## src/design/twb_pkg.sv

```systemverilog
package twb_pkg;

  // ------------------------------------------------------------
  // widths and timing counts (memory-bus clocks)
  // ------------------------------------------------------------
  localparam int TWB_CODE_W = 6;
  localparam int TWB_DIV_W = 16;
  localparam logic [15:0] TWB_HOLD_BASE_CLK = 16'h0008;
  localparam logic [15:0] TWB_HOLD_UNIT_CLK = 16'h0010;
  localparam logic [15:0] TWB_STOP_SETUP_CLK = 16'h0004;
  localparam logic [15:0] TWB_START_LIM_LO = 16'h0010;
  localparam logic [15:0] TWB_START_LIM_HI = 16'h0013;
  localparam int TWB_START_DIV_SHIFT = 4;
  localparam int TWB_START_MAX_SHIFTS = 16;

  // ------------------------------------------------------------
  // divider value per selection code, index order
  // ------------------------------------------------------------
  localparam logic [15:0] TWB_DIV_LUT [64] = '{
    16'h0120, 16'h0140, 16'h0180, 16'h01C0, 16'h0240, 16'h0280, 16'h0300, 16'h0380,
    16'h0480, 16'h0500, 16'h0600, 16'h0700, 16'h0900, 16'h0A00, 16'h0C00, 16'h0E00,
    16'h1200, 16'h1400, 16'h1800, 16'h1C00, 16'h2400, 16'h2800, 16'h3000, 16'h3800,
    16'h4800, 16'h5000, 16'h6000, 16'h7000, 16'h9000, 16'hA000, 16'hC000, 16'hF000,
    16'h00A0, 16'h00C0, 16'h00E0, 16'h0100, 16'h0140, 16'h0180, 16'h01E0, 16'h0200,
    16'h0280, 16'h0300, 16'h03C0, 16'h0400, 16'h0500, 16'h0600, 16'h0780, 16'h0800,
    16'h0A00, 16'h0C00, 16'h0F00, 16'h1000, 16'h1400, 16'h1800, 16'h1E00, 16'h2000,
    16'h2800, 16'h3000, 16'h3C00, 16'h4000, 16'h5000, 16'h6000, 16'h7800, 16'h8000
  };

  // ------------------------------------------------------------
  // commands, states, carriers
  // ------------------------------------------------------------
  typedef enum logic [1:0] {
    TWB_OP_START = 2'h0,
    TWB_OP_STOP = 2'h1,
    TWB_OP_WRITE = 2'h2,
    TWB_OP_READ = 2'h3
  } twb_op_e;

  typedef struct packed {
    twb_op_e op;
    logic data;
  } twb_cmd_s;

  typedef enum logic [2:0] {
    TWB_ST_IDLE = 3'b000,
    TWB_ST_START = 3'b001,
    TWB_ST_LOW = 3'b010,
    TWB_ST_HIGH = 3'b011,
    TWB_ST_RS_HI = 3'b100,
    TWB_ST_STOP_HI = 3'b101
  } twb_state_e;

  typedef struct packed {
    twb_state_e st;
    logic [15:0] cnt;
    logic [15:0] elapsed;
    logic [15:0] hi_run;
    twb_cmd_s cmd;
    logic ready;
    logic done;
    logic rx_bit;
    logic scl_oe;
    logic sda_oe;
    logic scl_o;
    logic sda_o;
    logic [5:0] tick_cnt;
    logic tick;
    logic scl_s1;
    logic scl_s2;
    logic scl_q;
    logic sda_s1;
    logic sda_s2;
    logic sda_q;
  } twb_st_s;

  // ------------------------------------------------------------
  // decode functions
  // ------------------------------------------------------------
  function automatic logic [15:0] twb_div_lut(input logic [5:0] code);
    return TWB_DIV_LUT[code];
  endfunction

  function automatic logic [15:0] twb_hold_clk(input logic [5:0] code);
    logic [15:0] k;
    k = 16'h0001;
    case ({code[5], code[1]})
      2'b10: k = 16'h0001;
      2'b11: k = 16'h0002;
      2'b00: k = 16'h0003;
      default: k = 16'h0004;
    endcase
    return 16'(TWB_HOLD_BASE_CLK + 16'(16'(TWB_HOLD_UNIT_CLK << code[4:2]) * k));
  endfunction

  function automatic logic [15:0] twb_start_hold(input logic [5:0] code);
    logic [15:0] v;
    logic [15:0] lim;
    v = twb_div_lut(code) >> TWB_START_DIV_SHIFT;
    lim = code[5] ? TWB_START_LIM_HI : TWB_START_LIM_LO;
    for (int i = 0; i < TWB_START_MAX_SHIFTS; i++)
    begin
      if (v >= lim)
      begin
        v = v >> 1;
      end
    end
    return v;
  endfunction

endpackage

```

## src/design/twb_bit_timing.sv

```systemverilog
// What this block does
// - all bit intervals counted in memory-bus clocks, divider from 6-bit code
// - codes decode to divider values in the table order
// - not every code has its own SCL rate: codes 01 and 24 both decode to divider 0x140
// - master SCL low and high each half divider; data setup half minus hold
// - output data held 8 plus 16 times 2^code[4:2] times k after SCL falls
// - start hold is divider/16 halved until below 16, or 19 when bit 5 set
// - repeated start setup at least divider plus start hold
// - at least 4 clocks stop setup before SDA is released
// - inputs filtered, delayed by rate plus two up to rate times 2 plus one, rate 0 acting as 1; timing uses filtered lines
// - SCL and SDA only pulled low, released otherwise, never driven high
`timescale 1ns/1ps
`default_nettype none

module twb_bit_timing
(
  // clock and reset
  input wire logic sys_clk,
  input wire logic rst_b,
  // configuration
  input wire logic [5:0] divider_select_code,
  input wire logic [5:0] filter_sample_rate,
  // command port
  input wire logic cmd_valid,
  input wire twb_pkg::twb_cmd_s cmd,
  output logic cmd_ready,
  output logic cmd_done,
  output logic rx_bit,
  // filtered bus view
  output logic scl_qual,
  output logic sda_qual,
  // two-wire pins
  input wire logic scl_i,
  output logic scl_o,
  output logic scl_oe,
  input wire logic sda_i,
  output logic sda_o,
  output logic sda_oe
);
  import twb_pkg::*;

  // ------------------------------------------------------------
  // divider-derived phase lengths
  // ------------------------------------------------------------
  twb_st_s s_reg;
  twb_st_s s_next;
  logic [15:0] div_value;
  logic [15:0] half_clk;
  logic [15:0] hold_clk;
  logic [15:0] start_hold_clk;
  logic [15:0] rs_setup_clk;
  logic [5:0] tick_period;

  assign div_value = twb_div_lut(divider_select_code);
  assign half_clk = div_value >> 1;
  assign hold_clk = twb_hold_clk(divider_select_code);
  assign start_hold_clk = twb_start_hold(divider_select_code);
  assign rs_setup_clk = 16'(div_value + start_hold_clk);
  assign tick_period = (filter_sample_rate == 6'h00) ? 6'h01 : filter_sample_rate;

  // ------------------------------------------------------------
  // next-state logic
  // ------------------------------------------------------------
  always_comb
  begin
    s_next = s_reg;
    s_next.done = 1'b0;
    s_next.scl_o = 1'b0;
    s_next.sda_o = 1'b0;
    s_next.elapsed = (s_reg.elapsed == 16'hFFFF) ? s_reg.elapsed : 16'(s_reg.elapsed + 16'h0001);
    s_next.hi_run = !s_reg.scl_q ? 16'h0000 :
      (s_reg.hi_run == 16'hFFFF) ? s_reg.hi_run : 16'(s_reg.hi_run + 16'h0001);
    // held-off phases count only while the filtered clock is high
    if (s_reg.scl_q || s_reg.st == TWB_ST_LOW || s_reg.st == TWB_ST_START)
      s_next.cnt = 16'(s_reg.cnt - 16'h0001);
    // sampling tick, then two agreeing samples qualify a level
    s_next.tick = (s_reg.tick_cnt >= 6'(tick_period - 6'h01));
    s_next.tick_cnt = s_next.tick ? 6'h00 : 6'(s_reg.tick_cnt + 6'h01);
    if (s_reg.tick)
    begin
      s_next.scl_s1 = scl_i;
      s_next.scl_s2 = s_reg.scl_s1;
      s_next.sda_s1 = sda_i;
      s_next.sda_s2 = s_reg.sda_s1;
    end
    if (s_reg.scl_s1 == s_reg.scl_s2)
      s_next.scl_q = s_reg.scl_s2;
    if (s_reg.sda_s1 == s_reg.sda_s2)
      s_next.sda_q = s_reg.sda_s2;
    case (s_reg.st)
      TWB_ST_IDLE:
      begin
        if (cmd_valid && s_reg.ready)
        begin
          s_next.cmd = cmd;
          if (cmd.op == TWB_OP_START && !s_reg.scl_oe)
          begin
            s_next.st = TWB_ST_START;
            s_next.sda_oe = 1'b1;
            s_next.cnt = 16'(start_hold_clk - 16'h0001);
          end
          else
          begin
            s_next.st = TWB_ST_LOW;
            s_next.scl_oe = 1'b1;
            s_next.cnt = 16'(half_clk - 16'h0001);
          end
        end
      end
      TWB_ST_LOW:
      begin
        // data moves only after the hold time, leaving half minus hold as setup
        if (s_reg.elapsed == 16'(hold_clk - 16'h0001))
        begin
          case (s_reg.cmd.op)
            TWB_OP_WRITE: s_next.sda_oe = ~s_reg.cmd.data;
            TWB_OP_STOP: s_next.sda_oe = 1'b1;
            default: s_next.sda_oe = 1'b0;
          endcase
        end
        if (s_reg.cnt == 16'h0000)
        begin
          s_next.scl_oe = 1'b0;
          case (s_reg.cmd.op)
            TWB_OP_START:
            begin
              s_next.st = TWB_ST_RS_HI;
              s_next.cnt = 16'(rs_setup_clk - 16'h0001);
            end
            TWB_OP_STOP:
            begin
              s_next.st = TWB_ST_STOP_HI;
              s_next.cnt = 16'(TWB_STOP_SETUP_CLK - 16'h0001);
            end
            default:
            begin
              s_next.st = TWB_ST_HIGH;
              s_next.cnt = 16'(half_clk - 16'h0001);
            end
          endcase
        end
      end
      TWB_ST_HIGH:
      begin
        // counting waits for the filtered line, so a stretching slave holds us off
        if (s_reg.scl_q && s_reg.cnt == 16'h0000)
        begin
          s_next.rx_bit = s_reg.sda_q;
          s_next.scl_oe = 1'b1;
          s_next.done = 1'b1;
          s_next.st = TWB_ST_IDLE;
        end
      end
      TWB_ST_RS_HI:
      begin
        if (s_reg.scl_q && s_reg.cnt == 16'h0000)
        begin
          s_next.sda_oe = 1'b1;
          s_next.st = TWB_ST_START;
          s_next.cnt = 16'(start_hold_clk - 16'h0001);
        end
      end
      TWB_ST_START:
      begin
        if (s_reg.cnt == 16'h0000)
        begin
          s_next.scl_oe = 1'b1;
          s_next.done = 1'b1;
          s_next.st = TWB_ST_IDLE;
        end
      end
      TWB_ST_STOP_HI:
      begin
        if (s_reg.scl_q && s_reg.cnt == 16'h0000)
        begin
          s_next.sda_oe = 1'b0;
          s_next.done = 1'b1;
          s_next.st = TWB_ST_IDLE;
        end
      end
      default:
      begin
        s_next.st = TWB_ST_IDLE;
      end
    endcase
    if (s_next.st != s_reg.st)
    begin
      s_next.elapsed = 16'h0000;
    end
    s_next.ready = (s_next.st == TWB_ST_IDLE);
  end

  // ------------------------------------------------------------
  // state register
  // ------------------------------------------------------------
  always_ff @(posedge sys_clk or negedge rst_b)
  begin
    if (!rst_b)
    begin
      s_reg <= '0;
      {s_reg.scl_s1, s_reg.scl_s2, s_reg.scl_q} <= 3'h7;
      {s_reg.sda_s1, s_reg.sda_s2, s_reg.sda_q} <= 3'h7;
    end
    else
    begin
      s_reg <= s_next;
    end
  end

  assign cmd_ready = s_reg.ready;
  assign cmd_done = s_reg.done;
  assign rx_bit = s_reg.rx_bit;
  assign scl_qual = s_reg.scl_q;
  assign sda_qual = s_reg.sda_q;
  assign scl_o = s_reg.scl_o;
  assign scl_oe = s_reg.scl_oe;
  assign sda_o = s_reg.sda_o;
  assign sda_oe = s_reg.sda_oe;
endmodule

`default_nettype wire

```

## config.mk

```make
export PLATFORM = sky130hd
export DESIGN_NAME = twb_bit_timing
export DESIGN_NICKNAME = d
export VERILOG_FILES = /design/src/design/twb_pkg.sv /design/src/design/twb_bit_timing.sv
export SDC_FILE = /design/constraint.sdc
export NUM_CORES = 1
export LEC_CHECK = 0
export ABC_AREA = 0
export BUFFER_PORTS_ARGS = -buffer_cell sky130_fd_sc_hd__buf_2
export CAP_MARGIN = 10
export CORE_ASPECT_RATIO = 0.75
export CORE_MARGIN = 2
export CORE_UTILIZATION = 65
export CTS_BUF_LIST = sky130_fd_sc_hd__clkbuf_2
export DETAILED_ROUTE_END_ITERATION = 10
export MAX_ROUTING_LAYER = met4
export PLACE_DENSITY = 0.86
export SLEW_MARGIN = 20
export SYNTH_ARGS = -nofsm -noshare
export SYNTH_HDL_FRONTEND = slang
export SYNTH_SLANG_ARGS = --single-unit
```

## constraint.sdc

```tcl
create_clock -name sys_clk -period 4.7 [get_ports sys_clk]
set_input_delay 0.94 -clock sys_clk [delete_from_list [all_inputs] [get_ports sys_clk]]
set_output_delay 0.94 -clock sys_clk [all_outputs]
set_load 0.02 [all_outputs]
```

==> metrics.txt, run 1 <==
number of flops mapped to enable cells by yosys=0; clock root cell=clkbuf_2; Distinct cells, synth=98; io pins=29; area leader, netlist=dfrtp_1; FF+latch count, synth=56; share of flip-flops with an asynchronous set or reset=between 90% and 100%; stop err=[ERROR DPL-0038] Utilization greater than 100%, impossible to legalize; Seq/Total Area, Yosys=16.9%; Ys Warns=0; TritonCTS Buffers=5; placer congestion estimate=1.03; H-tree depth=2; largest cells by area after synthesis=dfrtp_1, ha_1, nor2_1; post-cts hold buffer count=0; Post-Syn Area per Cell=about 8 um2; number of core rows=35; Mapped Cells=1065; pre-CTS WS=-19.24 ns; port bufs=26; failing step=global routing; Die Y=around 100 um; post-synth top area share=~15%; hpwl dp=between 20000 and 25000 um; Initial Util=67.3%; outcome=stopped before the end; largest net degree at the start of global routing=57; Netlist Area Pre-Place=0.00834 mm2; ys flop type=dfrtp_1; Die X=135 um; Sink Count=56; clk buf depth=2; worst endpoint after global-route timing repair=s_reg[70]$_DFF_PN0_/D; worst endpoint type=register data pin
synth_stat cells, types with 6 or more instances:
| master | n |
|---|---|
| a211o_1 | 7 |
| a211oi_1 | 9 |
| a21o_1 | 19 |
| a21oi_1 | 63 |
| a221oi_1 | 11 |
| a22oi_1 | 9 |
| a31oi_1 | 10 |
| and2_1 | 9 |
| buf_4 | 6 |
| clkbuf_1 | 19 |
| dfrtp_1 | 50 |
| dfstp_2 | 6 |
| fa_1 | 8 |
| ha_1 | 98 |
| inv_1 | 56 |
| mux2_2 | 10 |
| mux2i_1 | 7 |
| nand2_1 | 85 |
| nand2b_1 | 39 |
| nand3_1 | 28 |
| nand4_1 | 14 |
| nor2_1 | 121 |
| nor2b_1 | 17 |
| nor3_1 | 29 |
| nor4_1 | 6 |
| o211ai_1 | 14 |
| o21ai_0 | 55 |
| o21ai_1 | 12 |
| o21bai_1 | 11 |
| o22ai_1 | 9 |
| o31a_1 | 7 |
| o31ai_1 | 6 |
| or2_2 | 7 |
| or3_1 | 6 |
| xnor2_1 | 49 |
| xor2_1 | 30 |
through the flow:
stage | TNS [ns] | cell area [um2] | util [%] | instances
floorplan | -275.38 | 8720 | - | 1070
global placement | -275.50 | 10900 | 87.8 | 1495
detailed placement | -292.22 | 10900 | 87.8 | 1495
CTS | -272.81 | 11800 | 95.1 | 1561
repair_timing:
item / 4_1_cts
setup endpoints to repair: 17
pin swaps: 85
setup buffers: 65
resized for setup: 90
kinds of logic after synthesis:
family                   count (synthesis)  share of synthesized area [%]
flip-flops                              56                           16.9
AO/OA/AOI/OAI                          309                           26.9
adder cells (fa/ha/maj)                108                           16.9
buffers and inverters                   96                           4.99
other                                    2                         0.0900
AND/OR/NAND/NOR                        398                           23.8
XOR/XNOR                                79                           8.29
multiplexers                            17                           2.19
==> run 2: changes to the inputs <==
CORE_ASPECT_RATIO = not set   (was 0.75)
CORE_UTILIZATION = 40   (was 65)
CTS_BUF_LIST = not set   (was sky130_fd_sc_hd__clkbuf_2)
MAX_ROUTING_LAYER = not set   (was met4)
PLACE_DENSITY = not set   (was 0.86)
PLACE_DENSITY_LB_ADDON = 0.15   (was not set)
==> metrics.txt, run 2 <==
H-tree depth=2 (unchanged); Hold WC Path Type=reg2reg; most frequent CP cell=buf_4; Routed Antenna Nets=0; initial antenna violation count=0; critical path class=in2reg; die footprint=0.0220 mm2; most frequent cells in the layout=buf_4, nor2_1, nand2_1, ha_1, dfrtp_1; global route overflow=0; share of flip-flops with an asynchronous set or reset=100% (unchanged); Worst EP required=4.89 ns; Sink Count=56 (unchanged); slowest CP cell=o31ai_4; final cell count without fillers=1776; Clock Skew=0.00740 ns; Netlist Area Pre-Place=0.00834 mm2 (unchanged); Peak VDD IR=between 0.2 and 0.3 mV; fin area=0.0130 mm2; Core Region=a little over 0.02 mm2; setup slack, reg-to-reg=0.58 ns; Final Max Tran Viols=0; Power Density=434 mW/mm2; Slew headroom=around 50%; port bufs=26 (unchanged); Post-Syn Area per Cell=7.83 um2 (unchanged); vias in the first global route=9568; DRT iter0 DRCs=between 400 and 500; largest cells by area after synthesis=dfrtp_1, ha_1, nor2_1; Final nets=1631; Critical Path Fanout Max=5; grt peak-use layer=met2; Hold Fails Final Rpt=0; CTS clk-pin slew, worst paths=approximately 0.070 ns; post-synth top area share=15.0% (unchanged); final setup fails=16; Multi-input gate area=0.00738 mm2; clock share of power=6.9%; Pint=3.33 mW; FF+latch count, synth=56 (unchanged); Routed WL=~29000 um; drt wl/cell=16.2 um; DRC=0; sequential share of power=11.8%; Seq/Total Area, Yosys=16.9% (unchanged); most frequent cell after synthesis=nor2_1; Net Switching=~2.3 mW; Initial Util=41.0% (-26 points); clk buf depth=2 (unchanged); post-cts hold buffer count=0 (unchanged); first-pass GRT wire length=46800 um; clock period minus worst slack=approximately 24 ns; violations in the final reports=negative setup slack; max reg flops=just under 50; GR Util All Layers=25.8%; latest clock arrival within the worst-skew pair=0.30 ns; area growth from synthesis to layout=56.1%; largest net degree at the start of global routing=57; crit-path max cell delay=0.33 ns; Die Y=148 um (+45%); outcome=complete, but fails checks; hpwl dp=19500 um (-12%); Setup crit end kind=flip-flop; Vias/cell=5.47; Power, Total=5.65 mW; placed cell count=1607 (+7.5%); number of flops mapped to enable cells by yosys=0 (unchanged); Die X=148 um (+10%); clock root cell=clkbuf_16; Setup TNS=-286.99 ns; number of core rows=52 (+49%); RSZ-0062 raised after global routing=yes; n_diodes=0; area leader, netlist=dfrtp_1; Pleak=6.12 nW; Mapped Cells=1065 (unchanged); met2 GRT Util=between 40% and 50%; placer congestion estimate=0.936 (-8.8%); GRT met3 Usage=roughly 1.7%; register area=0.00141 mm2; Comb pwr share=81.3%; setup ws final=-19.04 ns; fin crit share=505%; CTS tree=built; io pins=29 (unchanged); TritonCTS Buffers=5 (unchanged); crit path launch type=input port; Sw Ratio=41.0%; Distinct cells, synth=98 (unchanged); First-pass DRT Iterations=5; Max-Cap Viols=0; actual slew at the worst max-slew pin=0.734 ns; Post-DP Area=0.0111 mm2 (+1.7%); Filler cells=~1.7k; crit path DAT=23.92 ns; ys flop type=dfrtp_1; Ys Warns=0 (unchanged); via count=9713; met1 Use GR=about a third; commonest non-fill, non-tap cell in the layout=buf_4; Synth top cells by count=nor2_1, ha_1, nand2_1; fmax=about 42 MHz; share of cells above drive strength 1=45.0%
[run 2: cell counts after synthesis]
Identical to the previous run, type by type.
[run 2: power by group through the flow]
| stage | logic [mW] | registers, mW | clock network, mW |
|---|---|---|---|
| floorplan | 1.99 | 0.664 | 0 |
| global placement | 3.25 | 0.674 | 0 |
| detailed placement | 3.29 | 0.675 | 0 |
| CTS | 4.17 | 0.667 | 0.399 |
| global route | 4.91 | 0.681 | 0.417 |
| finish | 4.60 | 0.668 | 0.389 |
[run 2: kinds of logic after synthesis]
logic type	share of synthesized area, %
xor gates and xnor gates	8.29
adders and majority gates	16.9
muxes	2.19
AOI/OAI and AO/OA	26.9
other	0.0900
DFF	16.9
and+or+nand+nor	23.8
buffers and inverters	4.99
[run 2: what timing repair did]
action | in CTS | in global routing
resized for setup | 63 | 66
cloned | 0 | 0
pin swaps | 82 | 81
setup endpoints to repair | 17 | 17
setup buffers | 143 | 23
[run 2: critical path: cells and delay by family]
family | cells | cell delay [ns]
simple gates | 20 | 2.76
xor+xnor | 1 | 0.16
fa+ha+maj | 11 | 2.54
compound gates | 44 | 7.46
mux | 3 | 0.81
buf+inv | 79 | 9.20
[run 2: worst paths after layout]
kind | startpoint | end | depth (start not counted)
min in group asynchronous | rst_b | s_reg[42]$_DFFE_PN0P_ | 2
min reg2reg | sda_oe$_DFFE_PN0P_ | sda_oe$_DFFE_PN0P_ | 1
max reg2reg | s_reg[62]$_DFF_PN0_ | s_reg[59]$_DFF_PN0_ | 12
min | sda_oe$_DFFE_PN0P_ | sda_oe$_DFFE_PN0P_ | 1
max | divider_select_code[0] | s_reg[70]$_DFF_PN0_ | 158
max in group asynchronous | rst_b | s_reg[61]$_DFF_PN0_ | 2
[run 2: layer usage]
layer | vias up | share of wire (%)
li1 | 4740 | -
met1 | 4587 | 44
met2 | 305 | 48
met3 | 81 | 4.0
met4 | 0 | 3.8
met5 | - | 0
[run 2: layout make-up]
class | count | share of cell area [%]
clock buffers | 7 | 1.10
clock inverters | 1 | 0.0576
inverters | 62 | 1.93
repair buffers | 462 | 26.8
well taps | 270 | 2.59
multi-input cells | 918 | 56.7
flip-flops and latches | 56 | 10.8
[run 2: stage by stage]
step                util, %  setup WS (ns)  hold slack [ns]
floorplan                 -         -18.31            0.446
global placement       54.4         -18.41            0.470
detailed placement     54.4         -18.98            0.469
CTS                    61.8         -18.15            0.489
global route           64.0         -20.09            0.520
finish                 64.0         -19.04            0.481
Note: power is estimated with default switching activity, not from simulation.
==> run 3: changes to the inputs <==
ABC_AREA = 1   (was 0)
BUFFER_PORTS_ARGS = not set   (was -buffer_cell sky130_fd_sc_hd__buf_2)
DONT_BUFFER_PORTS = 1   (was not set)
REMOVE_ABC_BUFFERS = 1   (was not set)
==> metrics.txt, run 3 <==
outcome=complete, but fails checks; violations in the final reports=negative setup slack; share of cells above drive strength 1=41.0% (-4.0 points); Routed Antenna Nets=0 (unchanged); first-pass GRT wire length=41200 um (-12%); placed cell count=1737 (+8.1%); Final Max Tran Viols=0 (unchanged); setup ws final=-14.84 ns (+4.20 ns); CP endpoint=s_reg[69]$_DFF_PN0_; number of core rows=52 (unchanged); clk buf depth=2 (unchanged); most frequent cells in the layout=buf_4, nand2_1, inv_1, nor2_1, nand3_1; Distinct cells, synth=65 (-34%); Initial Util=41.0% (+0.074 points); Power Density=542 mW/mm2 (+25%); io pins=29 (unchanged); n_diodes=0 (unchanged); H-tree depth=2 (unchanged); Synth top cells by count=nand2_1, inv_1, nor2_1; Routed WL=25000 um (-13%); hpwl dp=17200 um (-11%); max reg flops=49 (unchanged); actual slew at the worst max-slew pin=0.612 ns (-0.122 ns); via count=9316 (-4.1%); area growth from synthesis to layout=49.0%; share of flip-flops with an asynchronous set or reset=100% (unchanged); crit-path max cell delay=0.30 ns (-0.03 ns); Mapped Cells=1254 (+18%); FF+latch count, synth=56 (unchanged); crit path DAT=19.73 ns (-4.19 ns); die footprint=0.0221 mm2 (+0.18%); slowest CP cell=ha_1; Die Y=149 um (about the same); CTS clk-pin slew, worst paths=0.07 ns (about the same); critical path class=in2reg; Final nets=1723 (+5.6%); worst r2r path cells=17 (+5); placer congestion estimate=0.875 (-6.5%); ys flop type=dfrtp_1; largest cells by area after synthesis=dfrtp_1, ha_1, nand2_1; TritonCTS Buffers=5 (unchanged); Netlist Area Pre-Place=0.00836 mm2 (+0.18%); vias in the first global route=9135 (-4.5%); commonest non-fill, non-tap cell in the layout=buf_4; First-pass DRT Iterations=6 (+1); global route overflow=0 (unchanged); area leader, netlist=dfrtp_1; RSZ-0062 raised after global routing=yes; port bufs=0 (-100%); pre-CTS WS=-16.36 ns (+2.62 ns); final cell count without fillers=1868 (+5.2%); Vias/cell=4.99 (-8.8%); post-synth top area share=15.0% (-0.027 points); Ys Warns=0 (unchanged); Slew headroom=59.1% (+8.3 points); Setup crit end kind=flip-flop; Seq/Total Area, Yosys=16.9% (-0.030 points); GR Util All Layers=22.1% (-3.6 points); Reg2Reg Capture Point=s_reg[68]$_DFF_PN0_; clock period minus worst slack=19.54 ns (-4.20 ns); clock root cell=clkbuf_16; R2R Path Start=s_reg[73]$_DFF_PN0_; Critical Path Fanout Max=5 (unchanged); fin crit share=416% (-89 points); Sink Count=56 (unchanged); number of flops mapped to enable cells by yosys=0 (unchanged); Hold WC Path Type=in2async; final setup fails=16 (unchanged); Max-Cap Viols=0 (unchanged); Worst Setup SP=divider_select_code[0]; crit path launch type=input port; initial antenna violation count=0 (unchanged); most frequent cell after synthesis=nand2_1; most frequent CP cell=nand2_1; Core Region=0.0204 mm2 (unchanged); Hold Fails Final Rpt=0 (unchanged); DRT iter0 DRCs=461 (-4.6%); drt wl/cell=13.4 um (-18%); CTS tree=built; DRC=0 (unchanged); largest net degree at the start of global routing=57 (unchanged); latest clock arrival within the worst-skew pair=0.31 ns (about the same); final hold slack=0.323 ns (-0.158 ns); Die X=149 um (about the same); setup slack, reg-to-reg=0.95 ns (+0.37 ns); fmax=51.2 MHz (+21%); Worst EP required=4.89 ns (about the same); Post-Syn Area per Cell=6.67 um2 (-15%); Peak VDD IR=0.271 mV (about the same); Clock Skew=0.0152 ns (+0.00779 ns); Pleak=6.14 nW (+0.43%)
==> run 3: cell count changes after synthesis, moves of 33 or more <==
cell | previous run | this run
inv_1 | 56 | 189
nand2_1 | 85 | 230
nand2_2 | 2 | 35
nand2b_1 | 39 | 0
nand3_1 | 28 | 96
xnor2_1 | 49 | 10
==> run 3: cell families (layout without fill, tap and decap cells) <==
group           Yosys count  in the layout  share of synthesized area, %
compound gates          212            212                          16.1
xor+xnor                 48             48                          5.03
fa+ha+maj               107            107                          16.7
buf+inv                 232            571                          10.9
flops                    56             56                          16.9
mux                       3              3                         0.524
other cells               2              7                        0.0899
simple gates            594            594                          33.7
==> run 3: final cells by class <==
type	instances	area, um2
Inverter	214	833
Sequential cell	56	1410
Multi-Input combinational cell	971	7030
Clock buffer	5	125
Timing Repair Buffer	349	2690
Fill cell	1821	7910
Clock inverter	3	33.8
Tap cell	270	338
==> run 3: routing by layer <==
metal	routed length [um]	part of all wire, %	track usage, %
met1	11100	44	28.2
met2	12800	51	40.6
met3	698	2.8	1.87
met4	366	1.5	5.19
met5	0	0	0
==> run 3: worst min-delay path by stage <==
stage / endpoint / slack [ns]
2_1_floorplan: s_reg[7]$_DFF_PN0_ / 0.45
4_1_cts: scl_oe$_DFFE_PN0P_ / 0.32
3_3_place_gp: s_reg[1]$_DFFE_PN1P_ / 0.48
3_5_place_dp: s_reg[1]$_DFFE_PN1P_ / 0.47
6_report: s_reg[54]$_DFFE_PN0P_ / 0.32
5_1_grt: s_reg[53]$_DFFE_PN0P_ / 0.31
==> run 3: power by group <==
group	leakage, nW	internal, mW	switching [mW]
sequential	0.670	0.594	0.101
clock	0.0772	0.206	0.195
combinational	5.40	3.00	2.65
==> run 3: worst max-delay path, delay by kind of cell <==
kind	cells	cell delay [ns]
AND/OR/NAND/NOR	68	6.09
AO/OA/AOI/OAI	43	5.59
buffers and inverters	38	2.89
adder cells (fa/ha/maj)	17	4.02
multiplexers	1	0.19
==> run 3: what timing repair did <==
action | 4_1_cts | 5_1_grt
setup endpoints to repair | 17 | 17
buffers inserted | 110 | 29
resized for setup | 162 | 122
hold buffers | 0 | 0
hold endpoints to repair | 0 | 0
pin swaps | 142 | 144
==> run 3: stage by stage <==
step	power, mW	setup TNS (ns)	utilization [%]	cell area (um2)
finish	6.75	-223.48	61.2	12500
global route	7.31	-244.13	61.2	12500
CTS	6.02	-214.70	57.6	11700
detailed placement	4.18	-245.87	50.6	10300
global placement	4.13	-236.12	50.6	10300
floorplan	2.68	-234.58	-	8270
